File: config.mk
export PLATFORM = sky130hd
export DESIGN_NAME = accumulator_arith_logic_datapath
export DESIGN_NICKNAME = d
export VERILOG_FILES = /design/src/inc/accum_pkg.sv /design/src/logic/operand_shifter.sv /design/src/logic/pointer_step.sv /design/src/logic/accumulator_arith_logic_datapath.sv
export VERILOG_INCLUDE_DIRS = /design/src /design/src/inc
export SDC_FILE = /design/constraint.sdc
export NUM_CORES = 1
export LEC_CHECK = 0
export ABC_AREA = 1
export BUFFER_PORTS_ARGS = -buffer_cell sky130_fd_sc_hd__buf_2
export CAP_MARGIN = 20
export CORE_ASPECT_RATIO = 0.8
export CORE_MARGIN = 2
export CORE_UTILIZATION = 55
export DETAILED_ROUTE_END_ITERATION = 10
export GPL_TIMING_DRIVEN = 1
export PLACE_DENSITY_LB_ADDON = 0.2
export SYNTH_ARGS = -nofsm -noshare
export SYNTH_HDL_FRONTEND = slang
export SYNTH_HIERARCHICAL = 1
export SYNTH_SLANG_ARGS = --single-unit
File: constraint.sdc
create_clock -name clk_sys -period 4.7 [get_ports clk_sys]
set_input_delay 0.705 -clock clk_sys [delete_from_list [all_inputs] [get_ports clk_sys]]
set_output_delay 0.705 -clock clk_sys [all_outputs]
set_load 0.005 [all_outputs]
File: src/inc/accum_map.svh
// Constants of the accumulator datapath: register indices, fields, resets, shift limits.
// Assumes inclusion by bare name from the datapath and the bench files.
`ifndef ACCUM_MAP_SVH
`define ACCUM_MAP_SVH

// ----------------------------------------
// Register indices on the plain port
// ----------------------------------------
`define REG_CONTROL 4'h0
`define REG_STATUS 4'h1
`define REG_ACC_LO 4'h2
`define REG_ACC_HI 4'h3
`define REG_PROD_LO 4'h4
`define REG_PROD_HI 4'h5
`define REG_TEMP 4'h6

// ----------------------------------------
// Field positions
// ----------------------------------------
`define CTL_SIGN_EXT_BIT 0
`define CTL_PROD_SHIFT_LSB 1
`define STS_CARRY_BIT 0
`define STS_SELECT_LSB 1

// ----------------------------------------
// Reset values
// ----------------------------------------
`define RST_SIGN_EXT 1'h1
`define RST_PROD_SHIFT 2'h0
`define RST_ACC 32'h0000_0000
`define RST_PROD 32'h0000_0000
`define RST_TEMP 16'h0000
`define RST_PC 16'h0000
`define RST_SELECT 3'h0
`define RST_PTR 16'h0000

// ----------------------------------------
// Shift limits and product shift amounts
// ----------------------------------------
`define SHIFT1_MAX 5'h10
`define SHIFT2_MAX 5'h0f
`define PROD_SHIFT0 5'h00
`define PROD_SHIFT1 5'h01
`define PROD_SHIFT2 5'h04
`define PROD_SHIFT3 5'h00

`endif

File: src/inc/accum_pkg.sv
// Types shared by the accumulator datapath and its helpers.
// Assumes the decoder drives one instruction struct per issue.
package accum_pkg;

   typedef enum logic [3:0] {
      OP_NONE = 4'h0,
      MAGNITUDE_OP = 4'h1,
      SUM_SHIFT_OP = 4'h2,
      SUM_WITH_CARRY_OP = 4'h3,
      SUM_UPPER_HALF_OP = 4'h4,
      SUM_SHORT_IMMEDIATE_OP = 4'h5,
      SUM_UNSIGNED_OP = 4'h6,
      SUM_VARIABLE_SHIFT_OP = 4'h7,
      SUM_LONG_IMMEDIATE_OP = 4'h8,
      POINTER_INCREMENT_OP = 4'h9,
      MASK_OP = 4'ha,
      MASK_LONG_IMMEDIATE_OP = 4'hb,
      PRODUCT_ACCUMULATE_OP = 4'hc,
      BRANCH_OP = 4'hd
   } op_type;

   typedef enum logic [2:0] {
      IND_KEEP = 3'h0,
      IND_INC = 3'h1,
      IND_DEC = 3'h2,
      IND_ADD0 = 3'h3,
      IND_SUB0 = 3'h4,
      IND_BR_ADD0 = 3'h5,
      IND_BR_SUB0 = 3'h6,
      IND_SPARE = 3'h7
   } ind_mode_type;

   typedef struct packed {
      op_type op;
      logic use_imm;
      logic [15:0] mem_data;
      logic [15:0] imm;
      logic [4:0] shift;
      logic ind_en;
      ind_mode_type ind_mode;
      logic select_load;
      logic [2:0] next_select;
      logic [15:0] target;
   } instr_type;

endpackage : accum_pkg

File: src/logic/operand_shifter.sv
// Left shifter for a 16-bit operand into a 32-bit field.
// Assumes the count is already limited by the caller.
`timescale 1ns/1ns
`default_nettype none
module operand_shifter #(
   parameter int W = 16
) (
   input wire logic [W-1:0] data,
   input wire logic [4:0] count,
   input wire logic sign_ext,
   output logic [31:0] shifted
);
   logic [31:0] widened;

   always_comb begin
      widened = {{(32-W){sign_ext & data[W-1]}}, data};
      shifted = widened << count;
   end
endmodule : operand_shifter
`default_nettype wire

File: src/logic/pointer_step.sv
// Next value of the current pointer register for one indirect operand mode.
// Assumes index register zero is supplied by the caller.
`timescale 1ns/1ns
`default_nettype none
module pointer_step (
   input wire logic [15:0] value,
   input wire logic [15:0] index0,
   input wire accum_pkg::ind_mode_type mode,
   output logic [15:0] stepped
);
   function automatic logic [15:0] rev16(input logic [15:0] v);
      logic [15:0] r;
      r = 16'h0000;
      for (int i = 0; i < 16; i++) begin
         r[i] = v[15-i];
      end
      return r;
   endfunction : rev16

   // Bit-reversed steps carry from the top bit downward, which suits FFT tables.
   always_comb begin
      case (mode)
         accum_pkg::IND_INC: stepped = value + 16'h0001;
         accum_pkg::IND_DEC: stepped = value - 16'h0001;
         accum_pkg::IND_ADD0: stepped = value + index0;
         accum_pkg::IND_SUB0: stepped = value - index0;
         accum_pkg::IND_BR_ADD0: stepped = rev16(rev16(value) + rev16(index0));
         accum_pkg::IND_BR_SUB0: stepped = rev16(rev16(value) - rev16(index0));
         default: stepped = value;
      endcase
   end
endmodule : pointer_step
`default_nettype wire

File: src/logic/accumulator_arith_logic_datapath.sv
// Accumulator datapath: add, AND, magnitude, product accumulate, branch and pointer steps.
// Assumes the decoder issues one instruction struct per op_valid pulse on clk_sys.
`include "accum_map.svh"
`timescale 1ns/1ns
`default_nettype none
module accumulator_arith_logic_datapath #(
   parameter int POINTERS = 8
) (
   input wire logic clk_sys,
   input wire logic rst_n,
   input wire logic op_valid,
   input wire accum_pkg::instr_type instr,
   input wire logic [3:0] reg_addr,
   input wire logic [31:0] reg_wdata,
   input wire logic reg_wr,
   input wire logic reg_rd,
   output logic [31:0] reg_rdata_r,
   output logic [31:0] acc_r,
   output logic carry_r,
   output logic [15:0] pc_r,
   output logic [2:0] current_pointer_select_r,
   output logic done_r
);
   // ----------------------------------------
   // Software registers
   // ----------------------------------------
   logic sign_extend_enable_r, sign_extend_enable_nxt;
   logic [1:0] product_shift_select_r, product_shift_select_nxt;
   logic [31:0] prod_r, prod_nxt;
   logic [15:0] temp_r, temp_nxt;
   logic [31:0] reg_rdata_nxt;

   always_comb begin
      sign_extend_enable_nxt = sign_extend_enable_r;
      product_shift_select_nxt = product_shift_select_r;
      prod_nxt = prod_r;
      temp_nxt = temp_r;
      reg_rdata_nxt = 32'h0000_0000;
      if (reg_wr) begin
         case (reg_addr)
            `REG_CONTROL: begin
               sign_extend_enable_nxt = reg_wdata[`CTL_SIGN_EXT_BIT];
               product_shift_select_nxt = reg_wdata[`CTL_PROD_SHIFT_LSB +: 2];
            end
            `REG_PROD_LO: prod_nxt[15:0] = reg_wdata[15:0];
            `REG_PROD_HI: prod_nxt[31:16] = reg_wdata[15:0];
            `REG_TEMP: temp_nxt = reg_wdata[15:0];
            default: ;
         endcase
      end
      if (reg_rd) begin
         case (reg_addr)
            `REG_CONTROL: begin
               reg_rdata_nxt[`CTL_SIGN_EXT_BIT] = sign_extend_enable_r;
               reg_rdata_nxt[`CTL_PROD_SHIFT_LSB +: 2] = product_shift_select_r;
            end
            `REG_STATUS: begin
               reg_rdata_nxt[`STS_CARRY_BIT] = carry_r;
               reg_rdata_nxt[`STS_SELECT_LSB +: 3] = current_pointer_select_r;
            end
            `REG_ACC_LO: reg_rdata_nxt[15:0] = acc_r[15:0];
            `REG_ACC_HI: reg_rdata_nxt[15:0] = acc_r[31:16];
            `REG_PROD_LO: reg_rdata_nxt[15:0] = prod_r[15:0];
            `REG_PROD_HI: reg_rdata_nxt[15:0] = prod_r[31:16];
            `REG_TEMP: reg_rdata_nxt[15:0] = temp_r;
            default: reg_rdata_nxt = 32'h0000_0000;
         endcase
      end
   end

   always_ff @(posedge clk_sys or negedge rst_n) begin
      if (!rst_n) begin
         sign_extend_enable_r <= `RST_SIGN_EXT;
         product_shift_select_r <= `RST_PROD_SHIFT;
         prod_r <= `RST_PROD;
         temp_r <= `RST_TEMP;
         reg_rdata_r <= 32'h0000_0000;
      end else begin
         sign_extend_enable_r <= sign_extend_enable_nxt;
         product_shift_select_r <= product_shift_select_nxt;
         prod_r <= prod_nxt;
         temp_r <= temp_nxt;
         reg_rdata_r <= reg_rdata_nxt;
      end
   end

   // ----------------------------------------
   // Operand shifting
   // ----------------------------------------
   logic [4:0] shift1, shift2, shift_sel, prod_shift_amt;
   logic [15:0] shift_src;
   logic shift_sx;
   logic [31:0] shifted;

   always_comb begin
      // Counts in instr.shift above the legal range saturate rather than wrap.
      shift1 = (instr.shift > `SHIFT1_MAX) ? `SHIFT1_MAX : instr.shift;
      shift2 = (instr.shift > `SHIFT2_MAX) ? `SHIFT2_MAX : instr.shift;
      shift_src = instr.use_imm ? instr.imm : instr.mem_data;
      shift_sx = sign_extend_enable_r;
      shift_sel = shift1;
      case (instr.op)
         accum_pkg::SUM_LONG_IMMEDIATE_OP: begin
            shift_src = instr.imm;
            shift_sel = shift2;
         end
         accum_pkg::SUM_VARIABLE_SHIFT_OP: begin
            shift_src = instr.mem_data;
            shift_sel = {1'b0, temp_r[3:0]};
         end
         accum_pkg::MASK_LONG_IMMEDIATE_OP: begin
            shift_src = instr.imm;
            shift_sx = 1'b0;
         end
         accum_pkg::MASK_OP: shift_sx = 1'b0;
         default: ;
      endcase
      case (product_shift_select_r)
         2'h1: prod_shift_amt = `PROD_SHIFT1;
         2'h2: prod_shift_amt = `PROD_SHIFT2;
         2'h3: prod_shift_amt = `PROD_SHIFT3;
         default: prod_shift_amt = `PROD_SHIFT0;
      endcase
   end

   operand_shifter #(.W(16)) u_shift (
      .data(shift_src),
      .count(shift_sel),
      .sign_ext(shift_sx),
      .shifted(shifted)
   );

   // ----------------------------------------
   // Pointer bank
   // ----------------------------------------
   logic [15:0] pointer_register_bank [POINTERS];
   logic [15:0] cur_ptr, stepped;
   logic ptr_we;
   logic [15:0] ptr_wval;

   assign cur_ptr = pointer_register_bank[current_pointer_select_r];

   pointer_step u_step (
      .value(cur_ptr),
      .index0(pointer_register_bank[0]),
      .mode(instr.ind_mode),
      .stepped(stepped)
   );

   generate
      for (genvar i = 0; i < POINTERS; i++) begin : g_ptr
         logic [15:0] ptr_nxt;
         assign ptr_nxt = (ptr_we && current_pointer_select_r == i) ?
                          ptr_wval : pointer_register_bank[i];
         always_ff @(posedge clk_sys or negedge rst_n) begin
            if (!rst_n) begin
               pointer_register_bank[i] <= `RST_PTR;
            end else begin
               pointer_register_bank[i] <= ptr_nxt;
            end
         end
      end
   endgenerate

   // ----------------------------------------
   // Execute
   // ----------------------------------------
   logic [31:0] acc_nxt;
   logic carry_nxt;
   logic [15:0] pc_nxt;
   logic [2:0] current_pointer_select_nxt;
   logic [32:0] sum;
   logic [16:0] hi_sum;
   logic [31:0] mem_sx;

   assign mem_sx = {{16{sign_extend_enable_r & instr.mem_data[15]}}, instr.mem_data};

   always_comb begin
      acc_nxt = acc_r;
      carry_nxt = carry_r;
      pc_nxt = pc_r;
      current_pointer_select_nxt = current_pointer_select_r;
      ptr_we = 1'b0;
      ptr_wval = cur_ptr;
      sum = 33'h0_0000_0000;
      hi_sum = 17'h0_0000;
      if (op_valid) begin
         case (instr.op)
            accum_pkg::MAGNITUDE_OP: begin
               if (acc_r[31]) begin
                  acc_nxt = 32'h0000_0000 - acc_r;
               end
            end
            accum_pkg::SUM_SHIFT_OP, accum_pkg::SUM_VARIABLE_SHIFT_OP,
            accum_pkg::SUM_LONG_IMMEDIATE_OP: begin
               sum = {1'b0, acc_r} + {1'b0, shifted};
               acc_nxt = sum[31:0];
               carry_nxt = sum[32];
            end
            accum_pkg::SUM_WITH_CARRY_OP: begin
               sum = {1'b0, acc_r} + {1'b0, mem_sx} + {32'h0000_0000, carry_r};
               acc_nxt = sum[31:0];
               carry_nxt = sum[32];
            end
            accum_pkg::SUM_UPPER_HALF_OP: begin
               hi_sum = {1'b0, acc_r[31:16]} + {1'b0, instr.mem_data};
               acc_nxt = {hi_sum[15:0], acc_r[15:0]};
               carry_nxt = hi_sum[16];
            end
            accum_pkg::SUM_SHORT_IMMEDIATE_OP: begin
               sum = {1'b0, acc_r} + {25'h000_0000, instr.imm[7:0]};
               acc_nxt = sum[31:0];
               carry_nxt = sum[32];
            end
            accum_pkg::SUM_UNSIGNED_OP: begin
               sum = {1'b0, acc_r} + {17'h0_0000, instr.mem_data};
               acc_nxt = sum[31:0];
               carry_nxt = sum[32];
            end
            accum_pkg::POINTER_INCREMENT_OP: begin
               ptr_we = 1'b1;
               ptr_wval = cur_ptr + {8'h00, instr.imm[7:0]};
            end
            accum_pkg::MASK_OP: begin
               acc_nxt = acc_r & (instr.use_imm ? shifted
                                                : {16'h0000, instr.mem_data});
            end
            accum_pkg::MASK_LONG_IMMEDIATE_OP: acc_nxt = acc_r & shifted;
            accum_pkg::PRODUCT_ACCUMULATE_OP: begin
               sum = {1'b0, acc_r} + {1'b0, prod_r << prod_shift_amt};
               acc_nxt = sum[31:0];
               carry_nxt = sum[32];
            end
            accum_pkg::BRANCH_OP: pc_nxt = instr.target;
            default: ;
         endcase
         // Any op with ind_en set and use_imm clear carries an indirect step, except the pointer add, magnitude and product accumulate.
         if (instr.ind_en && !instr.use_imm && instr.op != accum_pkg::POINTER_INCREMENT_OP &&
             instr.op != accum_pkg::MAGNITUDE_OP &&
             instr.op != accum_pkg::PRODUCT_ACCUMULATE_OP) begin
            ptr_we = 1'b1;
            ptr_wval = stepped;
            if (instr.select_load) begin
               current_pointer_select_nxt = instr.next_select;
            end
         end
      end
   end

   always_ff @(posedge clk_sys or negedge rst_n) begin
      if (!rst_n) begin
         acc_r <= `RST_ACC;
         carry_r <= 1'b0;
         pc_r <= `RST_PC;
         current_pointer_select_r <= `RST_SELECT;
         done_r <= 1'b0;
      end else begin
         acc_r <= acc_nxt;
         carry_r <= carry_nxt;
         pc_r <= pc_nxt;
         current_pointer_select_r <= current_pointer_select_nxt;
         done_r <= op_valid;
      end
   end

   logic is_op;
   assign is_op = op_valid;
endmodule : accumulator_arith_logic_datapath
`default_nettype wire

======== Word level (Yosys, flattened, before mapping) ========
Cells that the tools add are included.
storage, ports and cells
  logic and storage cells ................. 91
  register bits ........................... 136
  output and inout bits ................... 85
  bits of input ports ..................... 107
operators by class
  equal/unequal tests ..................... 24
  mux-type cells .......................... 15
  bitwise logic cells ..................... 5
  shifts and indexed selects .............. 2
  reductions and logical operators ........ 22
  add/sub/neg operators ................... 8
  order comparisons ....................... 2
operators with widths
  operator               count
  $pmux 32 s9            1
  $add 32x32->33         3
  $and 32x32->32         2
  $mux 32                2
  $shl 32x5->32          2
  $pmux 12 s5            1
  $add 32x16->33         1
  $add 32x8->33          1
  $add 33x1->33          1
  $mux 16                2
  $pmux 16 s2            1
  $sub 1x32->32 const A  1
  $eq 4x3->1 const B     7
  $pmux 3 s7             1
  $eq 4x4->1 const B     5
  $add 16x16->17         1
  $eq 4x2->1 const B     4
  $reduce_and 2->1       7
  $pmux 1 s6             2
  $mux 5                 2
  $pmux 5 s2             1
  $reduce_bool 9->1      1
  $eq 4x1->1 const B     2
  $ne 4x4->1 const B     2
  19 further kinds       25

======== Depth between registers and ports, before layout ========
  depth after elaboration ................. 8
  mapped depth ............................ 33
  gate-level depth less buffers ........... 32

======== Modules after synthesis ========
The synthesis kept the hierarchy.
modules (own cells, without submodules)
  module                            cells an instance  instances  sequential area each (µm²)  area each (µm²)
  accumulator_arith_logic_datapath  3396               1          3004.1                      18527.8
  operand_shifter                   280                1          0.0                         1430.1

======== Worst setup path after synthesis ========
OpenSTA, ideal clock, no wires.
  kind .................................... input-to-reg
  from .................................... in instr[64] (netlist name)
  to ...................................... reg acc_r[24]
  stages .................................. 25
  slack ................................... 0.671 ns
  data arrival time ....................... 3.916 ns
  library setup time ...................... 0.113 ns
  data required time ...................... 4.587 ns
  path buffers ............................ 2
  cell sequence ........................... inv_2 -> nand2_2 -> nor2_1 -> clkbuf_1 -> nor2_1 -> clkbuf_1 -> o21ai_0 -> nand2_1 -> nand3_2 -> nand3_2 -> nand3_1 -> nand2_1 -> nor2_1 -> ha_1 -> nand2_1 -> inv_1 -> a21oi_1 -> o21bai_1 -> nand2_1 -> nand3b_1 -> or2_2 -> nand3_1 -> nand3_1 -> nand2_1 -> inv_1
on the way
  elaborated cells between the ends (all ways) .. 27
  classes of those cells .................. add/sub (1); eq/ne (12); shift (1); mux (5); bitwise (3); reduce/logical (5)
RTL lines
  what                       RTL line                                 RTL
  start: declaration         accumulator_arith_logic_datapath.sv:12   input wire accum_pkg::instr_type instr,
  $eq 4x4->1                 accumulator_arith_logic_datapath.sv:102  case (instr.op)
  $reduce_or 2->1 (no line)  n/a
  $pmux 16 s2 *              accumulator_arith_logic_datapath.sv:102
  named net shift_src[9]     accumulator_arith_logic_datapath.sv:91   logic [15:0] shift_src;
  $shl 32x5->32 *            operand_shifter.sv:17                    shifted = widened << count;
  named net shifted[11]      accumulator_arith_logic_datapath.sv:93   logic [31:0] shifted;
  $add 32x32->33 *           accumulator_arith_logic_datapath.sv:196  sum = {1'b0, acc_r} + {1'b0, shifted};
  $pmux 32 s9 *              accumulator_arith_logic_datapath.sv:188  case (instr.op)
  end signal: assignment     accumulator_arith_logic_datapath.sv:252  acc_r <= `RST_ACC;
  end signal: assignment     accumulator_arith_logic_datapath.sv:258  acc_r <= acc_nxt;
  end: declaration           accumulator_arith_logic_datapath.sv:18   output logic [31:0] acc_r,
The timed path passes the listed nets; every way through them passes the cells marked *.
A chain may end at the register's enable or synchronous reset.

======== Final worst setup path ========
  from .................................... in instr[64] (netlist name)
  to ...................................... reg acc_r[20]
on the way
  elaborated cells between the ends (all ways) .. 27
  classes of those cells .................. add/sub (1); eq/ne (12); shift (1); mux (5); bitwise (3); reduce/logical (5)
RTL lines
  what                       RTL line                                 RTL
  $eq 4x4->1                 accumulator_arith_logic_datapath.sv:102
  $reduce_or 2->1 (no line)  n/a
  $pmux 16 s2 *              accumulator_arith_logic_datapath.sv:102
  named net shift_src[15]    accumulator_arith_logic_datapath.sv:91
  $and 1x1->1                operand_shifter.sv:16                    widened = {{(32-W){sign_ext & data[W-1]}}, data};
  $shl 32x5->32 *            operand_shifter.sv:17
  named net shifted[16]      accumulator_arith_logic_datapath.sv:93
  $add 32x32->33 *           accumulator_arith_logic_datapath.sv:196
  $pmux 32 s9 *              accumulator_arith_logic_datapath.sv:188
Marked as above.

==> reports/qor.yml <==
run_status:
  status: "finished, final reports clean"
placement:
  io_buffers: 156
  preCtsSetupSlack_ns: 0.06934
  place.gp.congestion: 1.111
  postPlaceCellArea_mm2: 0.02165
  hpwl_um: 72030
sta:
  setup_tns_ns: 0
  fin_worst_skew_ns: 0.01372
  rsz0062_at_grt: "false"
  hold_viol: 0
  period_share: 0.9240
  worst_slack_ns: 0.3573
  worstMarginPinSlew_ns: 1.012
  period_needed_ns: 4.343
  slew-limit-headroom: 0.3240
  setup_viol: 0
  slew_violations: 0
  max_freq_mhz: 230.3
logic_synthesis:
  synth_edf_count: 0
  synth_top_family_by_area: "simple AND/OR/NAND/NOR gates"
  async_flop_share: 1.000
  yosys_warnings: 6
  synthXorXnorAreaFrac: 0.007899
  synth_ff_type: "dfrtp_1"
  synthSimpleGateAreaFrac: 0.4590
  seq_area_frac_synth: 0.1505
  synth-adder-area-share: 0.08664
  yosysMostFrequentCell: "nand2_1"
  netlist-cell-type-count: 62
  synth_mux_area_frac: 0.01072
  synth_compound_area_frac: 0.1445
  synth_area_leaders: "nand2_1 (23%), dfrtp_1 (15%), inv_1 (11%)"
  synth.avg_cell_area_um2: 5.429
  syn-instance-count: 3676
  syn_area_mm2: 0.01996
  synthTopCellsByCount: "nand2_1 (1,248), inv_1 (574), nand3_1 (406)"
  synth_top_cell_by_area: "nand2_1"
  yosys_register_bits: 120
  synth.top_cell.area_share: 0.2347
floorplan:
  dieArea_mm2: 0.03784
  dieWidth_um: 217.0
  core-area_mm2: 0.03584
  io_pins: 192
  placementRows: 62
  die_y_um: 174.4
  initial_core_util: 0.5569
critical_path:
  crit_path_end: "acc_r[20]"
  reg2reg_from: "product_shift_select_r[0]"
  cp_top_family: "simple AND/OR/NAND/NOR gates"
  critPathBufInv: 6
  crit_required_ns: 5.04
  r2r_cells: 16
  worstPathArrival_ns: 4.68
  crit_start: "instr[64]"
  r2r-end: "acc_r[7]"
  cp_max_fo: 16
  critical-path-max-stage-delay_ns: 0.40
  critPathSlowestCell: "ha_1"
  worst-setup-path-type: "primary input to register"
  rrSetupSlack_ns: 0.85
  worst_setup_path_end_kind: "register"
  start_kind: "primary input"
  crit_cells: 30
global_routing:
  grt_first_pass_wirelength_um: 133000
  grt_pass1_vias: 22510
  track_usage: 0.4622
  grt_antenna_before_repair: 3
  use_met2: 0.6707
  overflow: 0
  gr-usage-met1: 0.6205
  grt-busiest-layer: "met2"
  grt_max_degree: 56
  use_met3: 0.1375
layout:
  final_util: 0.6196
  multiInputGateArea_mm2: 0.01422
  final-seq-area_mm2: 0.003004
  fillCellCount: 3814
  stdcell_area_mm2: 0.02221
  fin_nets: 4106
  syn2layout_area_growth_pct: 11.27
  drive_gt1_frac: 0.09850
pwr:
  leakage_nw: 12.70
  power_density_mw_per_mm2: 527.8
  ir_drop_v: 0.0003477
clock_network:
  clockBufferDepth: 2
  clockRootBuffer: "clkbuf_16"
  clock_sinks: 120
  clk_latency_ns: 0.45
  post_cts_buffers: 0
  ctsHoldBuffers: 0
  htree_levels: 4
  cts_buffers: 17
  cts_resized: 0
  cts_tree: "done"
  clk_pin_slew_worst_paths_ns: 0.06
drt:
  wl_per_cell_um: 20.23
  drt_iter0_drc: 3510
  num_vias: 25290
  drc: 0
  ant_nets: 0
  vias_per_cell: 5.801
  dr.pass1.iters: 6
  drt-total-wl_um: 88190
worst_hold_path:
  hp-class: "primary input to async pin"
flow_run:
  drv_cap: 0
==> worst register-to-register path: stages (launching register included) <==
cell and delay (ns):
dfrtp_1 0.39, inv_1 0.09, nor2_1 0.07, inv_1 0.66, o22ai_1 0.16, a21oi_1 0.23
ha_1 0.28, nand2_1 0.10, inv_1 0.10, a21oi_1 0.15, nand2_1 0.15, o21ai_0 0.79
nand2_1 0.10, nor2_1 0.13, nand3_1 0.13, o22ai_1 0.15, inv_1 0.05
==> area by class of cell <==
class	count	area share
Multi-Input combinational cell	2876	0.6403
Sequential cell	120	0.1353
Inverter	592	0.1001
Timing Repair Buffer	258	0.07291
Tap cell	480	0.02704
Clock buffer	19	0.01994
Clock inverter	13	0.004338
Antenna cell	1	0.0001127
==> stage by stage <==
stage          instances  power, W  hold slack (ns)
2_1_floorplan       3691  0.007222           0.4094
3_3_place_gp        4325   0.01001           0.4653
3_5_place_dp        4325   0.01006           0.4739
5_1_grt             4358   0.01259           0.3645
4_1_cts             4357   0.01132           0.3344
6_report            4359   0.01172           0.3084
==> worst min-delay path by stage <==
stage / startpoint / slack, ns / cells past startpoint / endpoint
2_1_floorplan: rst_n / 0.41 / 0 / acc_r[0]
3_3_place_gp: temp_r[2] / 0.47 / 2 / temp_r[2]
3_5_place_dp: prod_r[31] / 0.47 / 2 / prod_r[31]
4_1_cts: rst_n / 0.33 / 1 / temp_r[14]
5_1_grt: rst_n / 0.36 / 1 / temp_r[14]
6_report: rst_n / 0.31 / 1 / temp_r[11]
==> sequential cells by signal (all words and copies together) (netlist names), 2 cells and up <==
| signal | flops |
|---|---|
| reg_rdata_r | 16 |
| current_pointer_select_r | 3 |
| product_shift_select_r | 2 |
| prod_r | 32 |
| acc_r | 32 |
| pc_r | 16 |
| temp_r | 16 |
==> cells in the final DEF (no fill, tap or decap), types with 5 or more instances in the layout <==
cell type,count
nor3_1,40
o22ai_1,54
nand2_1,1248
o21bai_1,11
clkbuf_16,17
a22oi_1,17
a31oi_1,5
inv_2,14
mux2_2,19
conb_1,16
nand3b_1,22
nor2_1,358
nand3_1,406
inv_1,574
nand2_2,9
fa_1,7
nand3_2,21
o221ai_1,11
dfrtp_1,119
buf_4,97
and2_1,9
buf_2,155
xor2_1,14
nor2_2,5
o21ai_0,184
o21ai_1,12
ha_1,127
nand4_1,32
or2_2,15
a21oi_1,176
a211oi_1,12
buf_12,5
==> per-layer routing <==
metal | vias to the layer above | wire length [um] | share of wire
li1 | 12200 | - | -
met1 | 11210 | 35290 | 0.40
met2 | 1579 | 35180 | 0.40
met3 | 288 | 12400 | 0.14
met4 | 6 | 5221 | 0.059
met5 | - | 103 | 0.0012
==> cells by family (layout without fill, tap and decap cells) <==
logic type | count (synthesis) | after routing
adder cells (fa/ha/maj) | 134 | 134
XOR/XNOR | 18 | 18
buffers and inverters | 695 | 882
AO/OA/AOI/OAI | 513 | 513
AND/OR/NAND/NOR | 2176 | 2176
flip-flops | 120 | 120
other | 1 | 17
multiplexers | 19 | 19
==> where the power goes <==
| group | switching (W) | internal (W) | leakage (nW) | total (W) |
|---|---|---|---|---|
| combinational | 0.00590 | 0.00271 | 10.9 | 0.00861 |
| sequential | 0.000591 | 0.00128 | 1.49 | 0.00187 |
| clock | 0.000547 | 0.000690 | 0.264 | 0.00124 |
| total | 0.00703 | 0.00469 | 12.7 | 0.0117 |
No activity file was read; power rests on OpenSTA's default activity.
